===== config.mk =====
export PLATFORM = sky130hd
export DESIGN_NAME = asrp_host_flat
export DESIGN_NICKNAME = d
export VERILOG_FILES = /design/src/core/asrp_pkg.sv /design/src/core/asrp_link_if.sv /design/src/core/asrp_host.sv /design/src/flat_wrapper.sv
export VERILOG_INCLUDE_DIRS = /design/src /design/src/core
export SDC_FILE = /design/constraint.sdc
export NUM_CORES = 1
export LEC_CHECK = 0
export BUFFER_PORTS_ARGS = -buffer_cell sky130_fd_sc_hd__buf_2
export CAP_MARGIN = 20
export CORE_MARGIN = 3
export CORE_UTILIZATION = 45
export CTS_CLUSTER_DIAMETER = 100
export DETAILED_ROUTE_END_ITERATION = 6
export GPL_TIMING_DRIVEN = 1
export HOLD_SLACK_MARGIN = 0.03
export PLACE_DENSITY_LB_ADDON = 0.2
export SYNTH_ARGS = -nofsm -noshare
export SYNTH_HDL_FRONTEND = slang
export SYNTH_SLANG_ARGS = --single-unit

===== constraint.sdc =====
create_clock -name ref_clk -period 5.7 [get_ports ref_clk]
set_input_delay 0.57 -clock ref_clk [delete_from_list [all_inputs] [get_ports ref_clk]]
set_output_delay 0.57 -clock ref_clk [all_outputs]
set_load 0.02 [all_outputs]

===== src/core/asrp_cfg.svh =====
// Purpose: constants for the serial result port, device end and host end
// Assumes: ref_clk at 250 MHz (4 ns)
// Notes:   timing figures are kept in their own unit, cycle counts derived
// Notes on behaviour
// - New result each conversion clock, 2.5-cycle latency
// - msb_invert_in high inverts the top bit
// - lsb_invert_in high inverts the lower bits
// - Undriven straps read low: straight binary
// - Conversion clock period at least 1.33 us
// - Load falls no earlier than conversion clock rise
// - Shift clock period at least 110 ns
// - Load strobe held low at least 50 ns
// - Load low copies result, overrides shift clock
// - Top bit first, next bit each shift rise
// - Under-range raises flag, forces negative full scale
// - Over-range raises flag, forces positive full scale
`ifndef ASRP_CFG_SVH
`define ASRP_CFG_SVH
`define ASRP_CLK_PERIOD_PS   4000
`define ASRP_RES_W           12
`define ASRP_CONV_PERIOD_NS  1330
`define ASRP_SHIFT_PERIOD_NS 110
`define ASRP_LOAD_WIDTH_NS   50
`define ASRP_CONV_CYC   (((`ASRP_CONV_PERIOD_NS*1000)+`ASRP_CLK_PERIOD_PS-1)/`ASRP_CLK_PERIOD_PS)
`define ASRP_SHIFT_CYC  (((`ASRP_SHIFT_PERIOD_NS*1000)+`ASRP_CLK_PERIOD_PS-1)/`ASRP_CLK_PERIOD_PS)
`define ASRP_LOAD_CYC   (((`ASRP_LOAD_WIDTH_NS*1000)+`ASRP_CLK_PERIOD_PS-1)/`ASRP_CLK_PERIOD_PS)
`define ASRP_REG_CTRL   4'h0
`define ASRP_REG_STAT   4'h4
`define ASRP_REG_MASK   4'h8
`define ASRP_REG_DATA   4'hc
`define ASRP_CTRL_RUN   0
`define ASRP_CTRL_MSB_INVERT_IN  1
`define ASRP_CTRL_LSB_INVERT_IN  2
`define ASRP_ST_DONE    0
`define ASRP_ST_UNDER   1
`define ASRP_ST_OVER    2
`define ASRP_ST_MISS    3
`define ASRP_EV_W       4
`endif


===== src/core/asrp_pkg.sv =====
// Purpose: shared types of the serial result port
// Assumes: constants come from asrp_cfg.svh
// Notes:   none
`include "asrp_cfg.svh"
package asrp_pkg;
   typedef logic [`ASRP_RES_W-1:0] asrp_word_t;
   typedef enum logic [1:0] {ASRP_IDLE, ASRP_LOAD, ASRP_SHIFT} asrp_state_t;
endpackage : asrp_pkg


===== src/core/asrp_link_if.sv =====
// Purpose: pins between converter end and host end
// Assumes: all signals plain levels; the device never tristates
// Notes:   straps are pulled low here when nobody drives them
`timescale 1ns/10ps
interface asrp_link_if;
   logic conv_clk;
   logic shift_load_n;
   logic shift_clk;
   logic serial_result_out;
   logic under_range_flag;
   logic over_range_flag;
   logic msb_invert_in;
   logic lsb_invert_in;
   logic msb_invert_oe;
   logic lsb_invert_oe;
   logic msb_invert_drv;
   logic lsb_invert_drv;
   // Weak pull-down: undriven strap reads low
   assign msb_invert_in = msb_invert_oe & msb_invert_drv;
   assign lsb_invert_in = lsb_invert_oe & lsb_invert_drv;
   modport dev (
      input  conv_clk, shift_load_n, shift_clk, msb_invert_in, lsb_invert_in,
      output serial_result_out, under_range_flag, over_range_flag
   );
   modport host (
      output conv_clk, shift_load_n, shift_clk, msb_invert_oe, lsb_invert_oe,
      output msb_invert_drv, lsb_invert_drv,
      input  serial_result_out, under_range_flag, over_range_flag
   );
endinterface : asrp_link_if


===== src/core/asrp_host.sv =====
// Purpose: host controller: makes conversion, load and shift clocks, reads words
// Assumes: Avalon-MM slave with waitrequest, writes at once, reads one wait
// Notes:   link clocks come from dividers on ref_clk
//
// Added by the designer: the placing of the registers and register access over Avalon-MM.
`timescale 1ns/10ps
`include "asrp_cfg.svh"
module asrp_host
   import asrp_pkg::*;
(
   // Clock and reset
   input  wire logic        ref_clk,
   input  wire logic        resetn,
   // Link
   asrp_link_if.host        link,
   // Avalon-MM slave
   input  wire logic [3:0]  avs_address,
   input  wire logic        avs_read,
   input  wire logic        avs_write,
   input  wire logic [31:0] avs_writedata,
   output      logic [31:0] avs_readdata,
   output      logic        avs_waitrequest,
   // Interrupt
   output      logic        irq
);
   localparam int CONV = `ASRP_CONV_CYC;
   localparam int HALF = (CONV + 1) / 2;
   localparam int SHC  = `ASRP_SHIFT_CYC;
   localparam int LDC  = `ASRP_LOAD_CYC;

   logic [2:0]  ctrl_r;
   logic [3:0]  stat_r, mask_r, ev;
   logic [9:0]  cdiv_r;
   logic [5:0]  tcnt_r;
   logic [3:0]  bit_r;
   logic [1:0]  sdo_s, uf_s, of_s;
   asrp_word_t  acc_r, data_r;
   logic [1:0]  rng_r, drng_r;
   logic        cclk_r, load_n_r, sclk_r;
   asrp_state_t st_r;
   logic        conv_rise;

   ////////////////////////////////////////////////////////////////////////
   // Conversion clock divider, 50 percent duty
   always_ff @(posedge ref_clk or negedge resetn) begin
      if (!resetn) begin
         cdiv_r <= 10'h0;
         cclk_r <= 1'b0;
      end else if (!ctrl_r[`ASRP_CTRL_RUN]) begin
         cdiv_r <= 10'h0;
         cclk_r <= 1'b0;
      end else begin
         cdiv_r <= (cdiv_r == 10'(CONV - 1)) ? 10'h0 : cdiv_r + 10'h1;
         cclk_r <= (cdiv_r < 10'(HALF));
      end
   end
   assign conv_rise = ctrl_r[`ASRP_CTRL_RUN] & (cdiv_r == 10'h0);

   always_ff @(posedge ref_clk or negedge resetn) begin
      if (!resetn) begin
         sdo_s <= 2'h0;
         uf_s  <= 2'h0;
         of_s  <= 2'h0;
      end else begin
         sdo_s <= {sdo_s[0], link.serial_result_out};
         uf_s  <= {uf_s[0], link.under_range_flag};
         of_s  <= {of_s[0], link.over_range_flag};
      end
   end

   ////////////////////////////////////////////////////////////////////////
   // Load and shift sequencer
   always_ff @(posedge ref_clk or negedge resetn) begin
      if (!resetn) begin
         st_r     <= ASRP_IDLE;
         tcnt_r   <= 6'h0;
         bit_r    <= 4'h0;
         load_n_r <= 1'b1;
         sclk_r   <= 1'b0;
         acc_r    <= '0;
         rng_r    <= 2'h0;
      end else begin
         unique case (st_r)
            ASRP_IDLE: begin
               if (conv_rise) begin
                  st_r     <= ASRP_LOAD;
                  load_n_r <= 1'b0;
                  tcnt_r   <= 6'h0;
               end
            end
            ASRP_LOAD: begin
               tcnt_r <= tcnt_r + 6'h1;
               // Extra cycles cover the device's input synchroniser
               if (tcnt_r == 6'(LDC + 3)) begin
                  load_n_r <= 1'b1;
                  rng_r    <= {of_s[1], uf_s[1]};
                  tcnt_r   <= 6'h0;
                  bit_r    <= 4'h0;
                  st_r     <= ASRP_SHIFT;
               end
            end
            ASRP_SHIFT: begin
               tcnt_r <= tcnt_r + 6'h1;
               if (tcnt_r == 6'(SHC / 2 + 2)) begin
                  // Sample bit before the rising edge that moves it on
                  acc_r  <= {acc_r[`ASRP_RES_W-2:0], sdo_s[1]};
                  sclk_r <= 1'b1;
               end
               if (tcnt_r == 6'(SHC + 4)) begin
                  sclk_r <= 1'b0;
                  tcnt_r <= 6'h0;
                  bit_r  <= bit_r + 4'h1;
                  if (bit_r == 4'(`ASRP_RES_W - 1)) begin
                     st_r <= ASRP_IDLE;
                  end
               end
            end
         endcase
      end
   end

   assign ev[`ASRP_ST_DONE]  = (st_r == ASRP_SHIFT) & (tcnt_r == 6'(SHC + 4))
                               & (bit_r == 4'(`ASRP_RES_W - 1));
   assign ev[`ASRP_ST_UNDER] = ev[`ASRP_ST_DONE] & rng_r[0];
   assign ev[`ASRP_ST_OVER]  = ev[`ASRP_ST_DONE] & rng_r[1];
   assign ev[`ASRP_ST_MISS]  = conv_rise & (st_r != ASRP_IDLE);

   always_ff @(posedge ref_clk or negedge resetn) begin
      if (!resetn) begin
         data_r <= '0;
         drng_r <= 2'h0;
      end else if (ev[`ASRP_ST_DONE]) begin
         // Word and its flags are kept together until the next word is done
         data_r <= acc_r;
         drng_r <= rng_r;
      end
   end

   ////////////////////////////////////////////////////////////////////////
   // Registers
   wire wr_ok = avs_write;
   always_ff @(posedge ref_clk or negedge resetn) begin
      if (!resetn) begin
         ctrl_r <= 3'h0;
         mask_r <= 4'h0;
         stat_r <= 4'h0;
      end else begin
         if (wr_ok && avs_address == `ASRP_REG_CTRL) ctrl_r <= avs_writedata[2:0];
         if (wr_ok && avs_address == `ASRP_REG_MASK) mask_r <= avs_writedata[3:0];
         // Set wins over write-one clear
         if (wr_ok && avs_address == `ASRP_REG_STAT)
            stat_r <= (stat_r & ~avs_writedata[3:0]) | ev;
         else
            stat_r <= stat_r | ev;
      end
   end

   always_ff @(posedge ref_clk or negedge resetn) begin
      if (!resetn) begin
         avs_readdata <= 32'h0;
      end else if (avs_read) begin
         unique case (avs_address)
            `ASRP_REG_CTRL: avs_readdata <= {29'h0, ctrl_r};
            `ASRP_REG_STAT: avs_readdata <= {28'h0, stat_r};
            `ASRP_REG_MASK: avs_readdata <= {28'h0, mask_r};
            `ASRP_REG_DATA: avs_readdata <= {18'h0, drng_r, data_r};
            default:        avs_readdata <= 32'h0;
         endcase
      end
   end

   // Read answers one cycle after request, write at once
   logic rd_done_r;
   always_ff @(posedge ref_clk or negedge resetn) begin
      if (!resetn) rd_done_r <= 1'b0;
      else         rd_done_r <= avs_read & ~rd_done_r;
   end
   assign avs_waitrequest = avs_read & ~rd_done_r;

   assign irq                 = |(stat_r & mask_r);
   assign link.conv_clk       = cclk_r;
   assign link.shift_load_n   = load_n_r;
   assign link.shift_clk      = sclk_r;
   assign link.msb_invert_oe  = ctrl_r[`ASRP_CTRL_MSB_INVERT_IN];
   assign link.lsb_invert_oe  = ctrl_r[`ASRP_CTRL_LSB_INVERT_IN];
   assign link.msb_invert_drv = 1'b1;
   assign link.lsb_invert_drv = 1'b1;
endmodule : asrp_host


===== src/flat_wrapper.sv =====
// flat-port wrapper written by rule: the top's interface ports become plain ports
module asrp_host_flat import asrp_pkg::*;
  (ref_clk, resetn, avs_address, avs_read, avs_write, avs_writedata, avs_readdata, avs_waitrequest, irq, link_conv_clk, link_shift_load_n, link_shift_clk, link_msb_invert_oe, link_lsb_invert_oe, link_msb_invert_drv, link_lsb_invert_drv, link_serial_result_out, link_under_range_flag, link_over_range_flag);
  asrp_link_if link_i ();
  input  wire logic ref_clk;
  input  wire logic resetn;
  input  wire logic [3:0] avs_address;
  input  wire logic avs_read;
  input  wire logic avs_write;
  input  wire logic [31:0] avs_writedata;
  output      logic [31:0] avs_readdata;
  output      logic avs_waitrequest;
  output      logic irq;
  output wire logic [$bits(link_i.conv_clk)-1:0] link_conv_clk;
  output wire logic [$bits(link_i.shift_load_n)-1:0] link_shift_load_n;
  output wire logic [$bits(link_i.shift_clk)-1:0] link_shift_clk;
  output wire logic [$bits(link_i.msb_invert_oe)-1:0] link_msb_invert_oe;
  output wire logic [$bits(link_i.lsb_invert_oe)-1:0] link_lsb_invert_oe;
  output wire logic [$bits(link_i.msb_invert_drv)-1:0] link_msb_invert_drv;
  output wire logic [$bits(link_i.lsb_invert_drv)-1:0] link_lsb_invert_drv;
  input wire logic [$bits(link_i.serial_result_out)-1:0] link_serial_result_out;
  input wire logic [$bits(link_i.under_range_flag)-1:0] link_under_range_flag;
  input wire logic [$bits(link_i.over_range_flag)-1:0] link_over_range_flag;
  assign link_conv_clk = link_i.conv_clk;
  assign link_shift_load_n = link_i.shift_load_n;
  assign link_shift_clk = link_i.shift_clk;
  assign link_msb_invert_oe = link_i.msb_invert_oe;
  assign link_lsb_invert_oe = link_i.lsb_invert_oe;
  assign link_msb_invert_drv = link_i.msb_invert_drv;
  assign link_lsb_invert_drv = link_i.lsb_invert_drv;
  assign link_i.serial_result_out = link_serial_result_out;
  assign link_i.under_range_flag = link_under_range_flag;
  assign link_i.over_range_flag = link_over_range_flag;
  asrp_host u_core (.ref_clk(ref_clk), .resetn(resetn), .link(link_i), .avs_address(avs_address), .avs_read(avs_read), .avs_write(avs_write), .avs_writedata(avs_writedata), .avs_readdata(avs_readdata), .avs_waitrequest(avs_waitrequest), .irq(irq));
endmodule

Yosys cells after proc, flatten, opt, wreduce, memory -nomap -nowiden
Index checks and enable logic that the tools add are counted.
{"block": "totals", "reg_bits": 103, "latch_bits": 0, "mem_bits_rw": 0, "rom_bits": 0, "input_bits": 43, "output_inout_bits": 41, "wordCells": 87, "memories": 0}
{"block": "classes", "addsub": 3, "mul": 0, "n_div": 0, "order_cmp": 1, "eq_ne": 13, "shifts": 0, "muxes": 21, "bitwise_logic": 13, "n_reduce_logical": 17}
{"cell": "$pmux 14 s4", "count": 1}
{"cell": "$mux 10", "count": 2}
{"cell": "$mux 6", "count": 3}
{"cell": "$pmux 6 s3", "count": 1}
{"cell": "$eq 4x4->1 const B", "count": 3}
{"cell": "$mux 4", "count": 3}
{"cell": "$add 10x1->10 const B", "count": 1}
{"cell": "$eq 10x9->1 const B", "count": 1}
{"cell": "$logic_not 10->1", "count": 1}
{"cell": "$lt 10x8->1 const B", "count": 1}
{"cell": "$and 4x4->4", "count": 2}
{"cell": "$mux 2", "count": 4}
{"cell": "$ne 2x1->1 const B", "count": 4}
{"cell": "$or 4x4->4", "count": 2}
{"cell": "$pmux 4 s2", "count": 1}
{"cell": "$reduce_bool 2->1", "count": 4}
{"cell": "$and 1x1->1", "count": 7}
{"cell": "$add 6x1->6 const B", "count": 1}
{"cell": "$eq 6x5->1 const B", "count": 1}
{"cell": "$eq 6x6->1 const B", "count": 1}
{"cell": "$pmux 2 s3", "count": 1}
{"cell": "$reduce_and 2->1", "count": 3}
{"cell": "$reduce_and 3->1", "count": 2}
{"cell": "$add 4x1->4 const B", "count": 1}
{"cell": "12 further kinds", "count": 17}

Longest topological paths before layout
{"block": "logic_depth", "word_depth": 6, "ltp_mapped": 8, "ltp_nobuf": 6}

Worst setup path after synthesis
OpenSTA, ideal clock, no wires.
{"block": "synth_path", "kind": "reg2reg", "from": "register u_core.st_r[0]", "to": "register u_core.data_r[10]", "setup_ps": 125, "arrival_time_ps": 1723, "required_time_ps": 5575, "slack_ps": 3852, "stages_incl_launch_ff": 9, "path_buffers": 2, "period_less_slack_ps": 1848, "path_cell_list": "dfrtp_1 -> inv_1 -> ha_1 -> buf_2 -> and4bb_4 -> nand3b_4 -> nor2_8 -> buf_12 -> mux2_4"}
{"block": "synth_via", "elab_chain_cells": 3}
{"element": "start: declaration", "line_no": "asrp_host.sv:40", "text": "asrp_state_t st_r;"}
{"element": "start signal: assignment", "line_no": "asrp_host.sv:75", "text": "st_r <= ASRP_IDLE;"}
{"element": "start signal: assignment", "line_no": "asrp_host.sv:86", "text": "st_r <= ASRP_LOAD;"}
{"element": "start signal: assignment", "line_no": "asrp_host.sv:99", "text": "st_r <= ASRP_SHIFT;"}
{"element": "$eq 2x2->1", "line_no": "asrp_host.sv:122", "text": "assign ev[`ASRP_ST_DONE] = (st_r == ASRP_SHIFT) & (tcnt_r == 6'(SHC + 4))"}
{"element": "$and 1x1->1 (2 in a row)", "line_no": "asrp_host.sv:122"}
{"element": "end signal: assignment", "line_no": "asrp_host.sv:134", "text": "data_r <= acc_r;"}
{"element": "end: declaration", "line_no": "asrp_host.sv:37", "text": "asrp_word_t acc_r, data_r;"}
No other way between the ends.
A chain may end at the register's enable or synchronous reset.

Worst setup path in the final report
{"block": "layout_path", "from": "register u_core.st_r[0]", "to": "register u_core.data_r[5]"}
The elaborated chain is that of the path after synthesis.

==> metrics.txt <==
# TYPE chip_impl_metric gauge
chip_impl_info{name="status",value="finished, final reports clean"} 1
chip_impl_metric{name="postSynth.asyncResetShare",unit="%"} 100
chip_impl_metric{name="p_total",unit="W"} 0.00136
chip_impl_metric{name="design.portCount",unit=""} 84
chip_impl_metric{name="hold_viol",unit=""} 0
chip_impl_info{name="critPathCaptureType",value="register"} 1
chip_impl_metric{name="setup_total_negative_slack",unit="ns"} 0
chip_impl_metric{name="post_synthesis_cell_count",unit=""} 342
chip_impl_info{name="cp-start-kind",value="register"} 1
chip_impl_metric{name="clk_transition_reported_paths",unit="ns"} 0.09
chip_impl_metric{name="cts_stage_hold_buffer_count",unit=""} 1
chip_impl_metric{name="post_synth_instance_area",unit="um2"} 4020
chip_impl_metric{name="preCtsSetupSlack",unit="ns"} 3.59
chip_impl_metric{name="synthesis.yosys.warnings",unit=""} 0
chip_impl_metric{name="antenna_found_initial",unit=""} 0
chip_impl_metric{name="post_synth_fa_ha_maj_area_fraction",unit="%"} 2.49
chip_impl_metric{name="wire_length_of_the_first_global_routing_pass",unit="mm"} 12.2
chip_impl_metric{name="post_route_ant_nets",unit=""} 0
chip_impl_metric{name="synth_simple_gate_area_share",unit="%"} 13.5
chip_impl_info{name="tritoncts_clock_tree",value="yes"} 1
chip_impl_metric{name="clock_sink_count",unit=""} 85
chip_impl_metric{name="ys_seq_elements",unit=""} 85
chip_impl_metric{name="worst_ir_drop_vdd",unit="uV"} 110
chip_impl_metric{name="compound_cell_area_share_of_the_yosys_netlist",unit="%"} 8.64
chip_impl_metric{name="muxShareOfSynthArea",unit="%"} 12.4
chip_impl_metric{name="vias",unit=""} 2510
chip_impl_metric{name="clock-skew-final",unit="ns"} 0.0116
chip_impl_metric{name="half_perimeter_wire_length_after_detailed_placement",unit="mm"} 4.77
chip_impl_metric{name="routed_wl",unit="mm"} 7.01
chip_impl_metric{name="relSlewSlack",unit="%"} 57.6
chip_impl_info{name="synth_ff_type",value="dfrtp_1"} 1
chip_impl_metric{name="worstPathMaxFanout",unit=""} 17
chip_impl_metric{name="die-height",unit="um"} 101
chip_impl_metric{name="htree_levels",unit=""} 3
chip_impl_metric{name="xor_xnor_share_of_the_synthesized_area",unit="%"} 2.18
chip_impl_info{name="cts_root_buffer",value="clkbuf_8"} 1
chip_impl_metric{name="clockBufferDepth",unit=""} 2
chip_impl_metric{name="rows",unit=""} 33
chip_impl_metric{name="grt_max_degree",unit=""} 84
chip_impl_metric{name="clock_buffer_count_from_cts",unit=""} 9
chip_impl_metric{name="routedWlPerCell",unit="um"} 14.4
chip_impl_metric{name="gpl.final_weighted_congestion",unit=""} 0.818
chip_impl_metric{name="synthDistinctLibCells",unit=""} 58
chip_impl_metric{name="dr.pass1.iters",unit=""} 4
chip_impl_metric{name="p_leak",unit="nW"} 2.18
chip_impl_info{name="criticalPathCategory",value="reg -> reg"} 1
chip_impl_metric{name="final_min_period_over_clock_period",unit="%"} 37.0
chip_impl_info{name="timing.hold.worst.class",value="in -> reg"} 1
chip_impl_metric{name="period_needed",unit="ns"} 2.11
chip_impl_info{name="grt_setup_unrepaired",value="false"} 1
chip_impl_metric{name="cp_data_arrival_time",unit="ns"} 2.35
chip_impl_metric{name="synth_edf_count",unit=""} 0
chip_impl_metric{name="timing.final.max_slew_violations",unit=""} 0
chip_impl_metric{name="worstPathRequired",unit="ns"} 5.94
chip_impl_metric{name="tightest_slew",unit="ns"} 0.620
chip_impl_metric{name="die_width",unit="um"} 101
chip_impl_metric{name="fp.dieArea",unit="um2"} 10100
chip_impl_metric{name="dr.first_iter.drc_count",unit=""} 80
chip_impl_metric{name="globalRoute.totalOverflow",unit=""} 0
chip_impl_metric{name="finalNetCount",unit=""} 429
chip_impl_metric{name="setup_viol",unit=""} 0
chip_impl_metric{name="setup_fix_buffers_added_after_clock_tree_synthesis",unit=""} 0
chip_impl_metric{name="place.port_buffers",unit=""} 35
chip_impl_metric{name="max_clock_freq",unit="MHz"} 475
chip_impl_metric{name="final_critical_path_setup_slack",unit="ns"} 3.59
chip_impl_info{name="synth_top_family_by_area",value="simple AND/OR/NAND/NOR gates"} 1
chip_impl_metric{name="synth_area_per_cell",unit="um2"} 11.8
chip_impl_metric{name="final.hold.worst_slack",unit="ns"} 0.317
chip_impl_metric{name="antennaDiodeCount",unit=""} 0
chip_impl_metric{name="start_util",unit="%"} 47.5
chip_impl_metric{name="viasPerCell",unit=""} 5.15
chip_impl_metric{name="maxCapViolCount",unit=""} 0
chip_impl_metric{name="synth_seq_area_share",unit="%"} 52.9
chip_impl_metric{name="first_global_vias",unit=""} 2473
chip_impl_metric{name="fp.coreArea",unit="um2"} 8460
chip_impl_metric{name="grtUsageTotal",unit="%"} 15.2
chip_impl_metric{name="layout-drive-gt1-share",unit="%"} 27.5
chip_impl_metric{name="clk-insertion-delay-late",unit="ns"} 0.36
chip_impl_metric{name="powerDensity",unit="nW/um2"} 306
chip_impl_metric{name="cts_resized",unit=""} 0
chip_impl_metric{name="area_growth",unit="%"} 10.7
chip_impl_metric{name="drc_errors",unit=""} 0
==> routing by layer <==
layer	share of wire (%)	GRT usage, %	wire length (um)
met1	48	20.6	3350
met2	46	23.9	3210
met3	4.4	3.11	311
met4	1.9	6.53	136
met5	0	0	0
==> logic make-up after synthesis <==
kind of cell,Yosys count
adder cells (fa/ha/maj),8
XOR/XNOR,10
buffers and inverters,57
flip-flops,85
AND/OR/NAND/NOR,89
other,2
multiplexers,39
AO/OA/AOI/OAI,52
==> cell usage after synthesis (2+ instances only) <==
master    instances  area (um2)
nand2_1          29         109
conb_1            2        7.51
clkbuf_1          5        18.8
a21o_1            2        15.0
dfrtp_1          84        2100
o31ai_1           4        30.0
nand3b_4          2        40.0
nand3_1          10        50.1
mux2_2           29         327
ha_1              8         100
xor2_1            4        35.0
and3_1            4        25.0
o21ai_0          18        90.1
mux4_2            3        67.6
buf_2             5        25.0
nor2_1           17        63.8
a21oi_1           6        30.0
nand4_1           3        18.8
nor3b_2           2        25.0
a22oi_1           3        22.5
inv_1            26        97.6
nor2b_1           2        12.5
o22ai_1           2        12.5
nor3_1            4        20.0
mux2_4            7         105
o211ai_1          2        15.0
buf_4            20         150
xnor2_1           6        52.6
a22o_1            3        26.3
o21ai_2           2        17.5
==> cell type report <==
type	instances	area [um2]
tap	105	131
sequential	85	2130
inverter	26	97.6
clock buffer	10	138
clock inverter	5	85.1
fill	768	4010
timing repair buffer	38	223
multi-input combinational	218	1650
==> worst paths after layout <==
| check | startpoint | end | slack [ns] | cells past startpoint |
|---|---|---|---|---|
| setup / recovery | u_core.st_r[0]$_DFFE_PN0P_ | u_core.data_r[5]$_DFFE_PN0N_ | 3.59 | 6 |
| hold / removal | link_under_range_flag | u_core.uf_s[0]$_DFF_PN0_ | 0.32 | 1 |
| setup reg to reg | u_core.st_r[0]$_DFFE_PN0P_ | u_core.data_r[5]$_DFFE_PN0N_ | 3.59 | 6 |
| hold reg to reg | u_core.of_s[0]$_DFF_PN0_ | u_core.of_s[1]$_DFF_PN0_ | 0.36 | 0 |
| max in group asynchronous | resetn | u_core.link.shift_load_n$_DFFE_PN1P_ | 4.37 | 4 |
| min in group asynchronous | resetn | u_core.avs_readdata[8]$_DFFE_PN0P_ | 0.52 | 2 |
==> flip-flops by register name, summed over array words and instances (netlist names), 3 cells and up <==
| register | count |
|---|---|
| u_core.avs_readdata | 14 |
| u_core.acc_r | 12 |
| u_core.data_r | 12 |
| u_core.cdiv_r | 10 |
| u_core.tcnt_r | 6 |
| u_core.bit_r | 4 |
| u_core.mask_r | 4 |
| u_core.stat_r | 4 |
| u_core.ctrl_r | 3 |
==> cell usage in the layout, fill, tap and decap left out, types with 3 or more instances in the layout <==
cell      synthesis  final
a21oi_1           6      6
a22o_1            3      3
a22oi_1           3      3
and3_1            4      4
buf_2             5     34
clkbuf_8          0     10
conb_1            2     20
dfrtp_1          84     84
ha_1              8      8
inv_1            26     26
mux2_2           29     29
mux2_4            7      7
mux4_2            3      3
nand2_1          29     29
nand3_1          10     10
nand4_1           3      3
nor2_1           17     17
nor3_1            4      4
o21ai_0          18     18
o31ai_1           4      4
xnor2_1           6      6
xor2_1            4      4
==> where the power goes <==
group	switching [W]	internal (W)
registers	0.0000320	0.000635
clock network	0.000220	0.000258
logic	0.000132	0.0000851
==> worst max-delay path: stages (launching register included) <==
cell and delay [ns]:
dfrtp_1 0.41, inv_1 0.09, ha_1 0.34, and4bb_4 0.34, nand3b_4 0.12, nor2_8 0.31
mux2_2 0.38
==> through the flow <==
stage	instances	util, %	cell area (um2)
after floorplan	360	-	4090
after global placement	470	49.5	4190
after detailed placement	470	49.5	4190
after CTS	486	52.3	4430
after global routing	487	52.6	4450
final	487	52.6	4450
No activity file was read; power rests on OpenSTA's default activity.
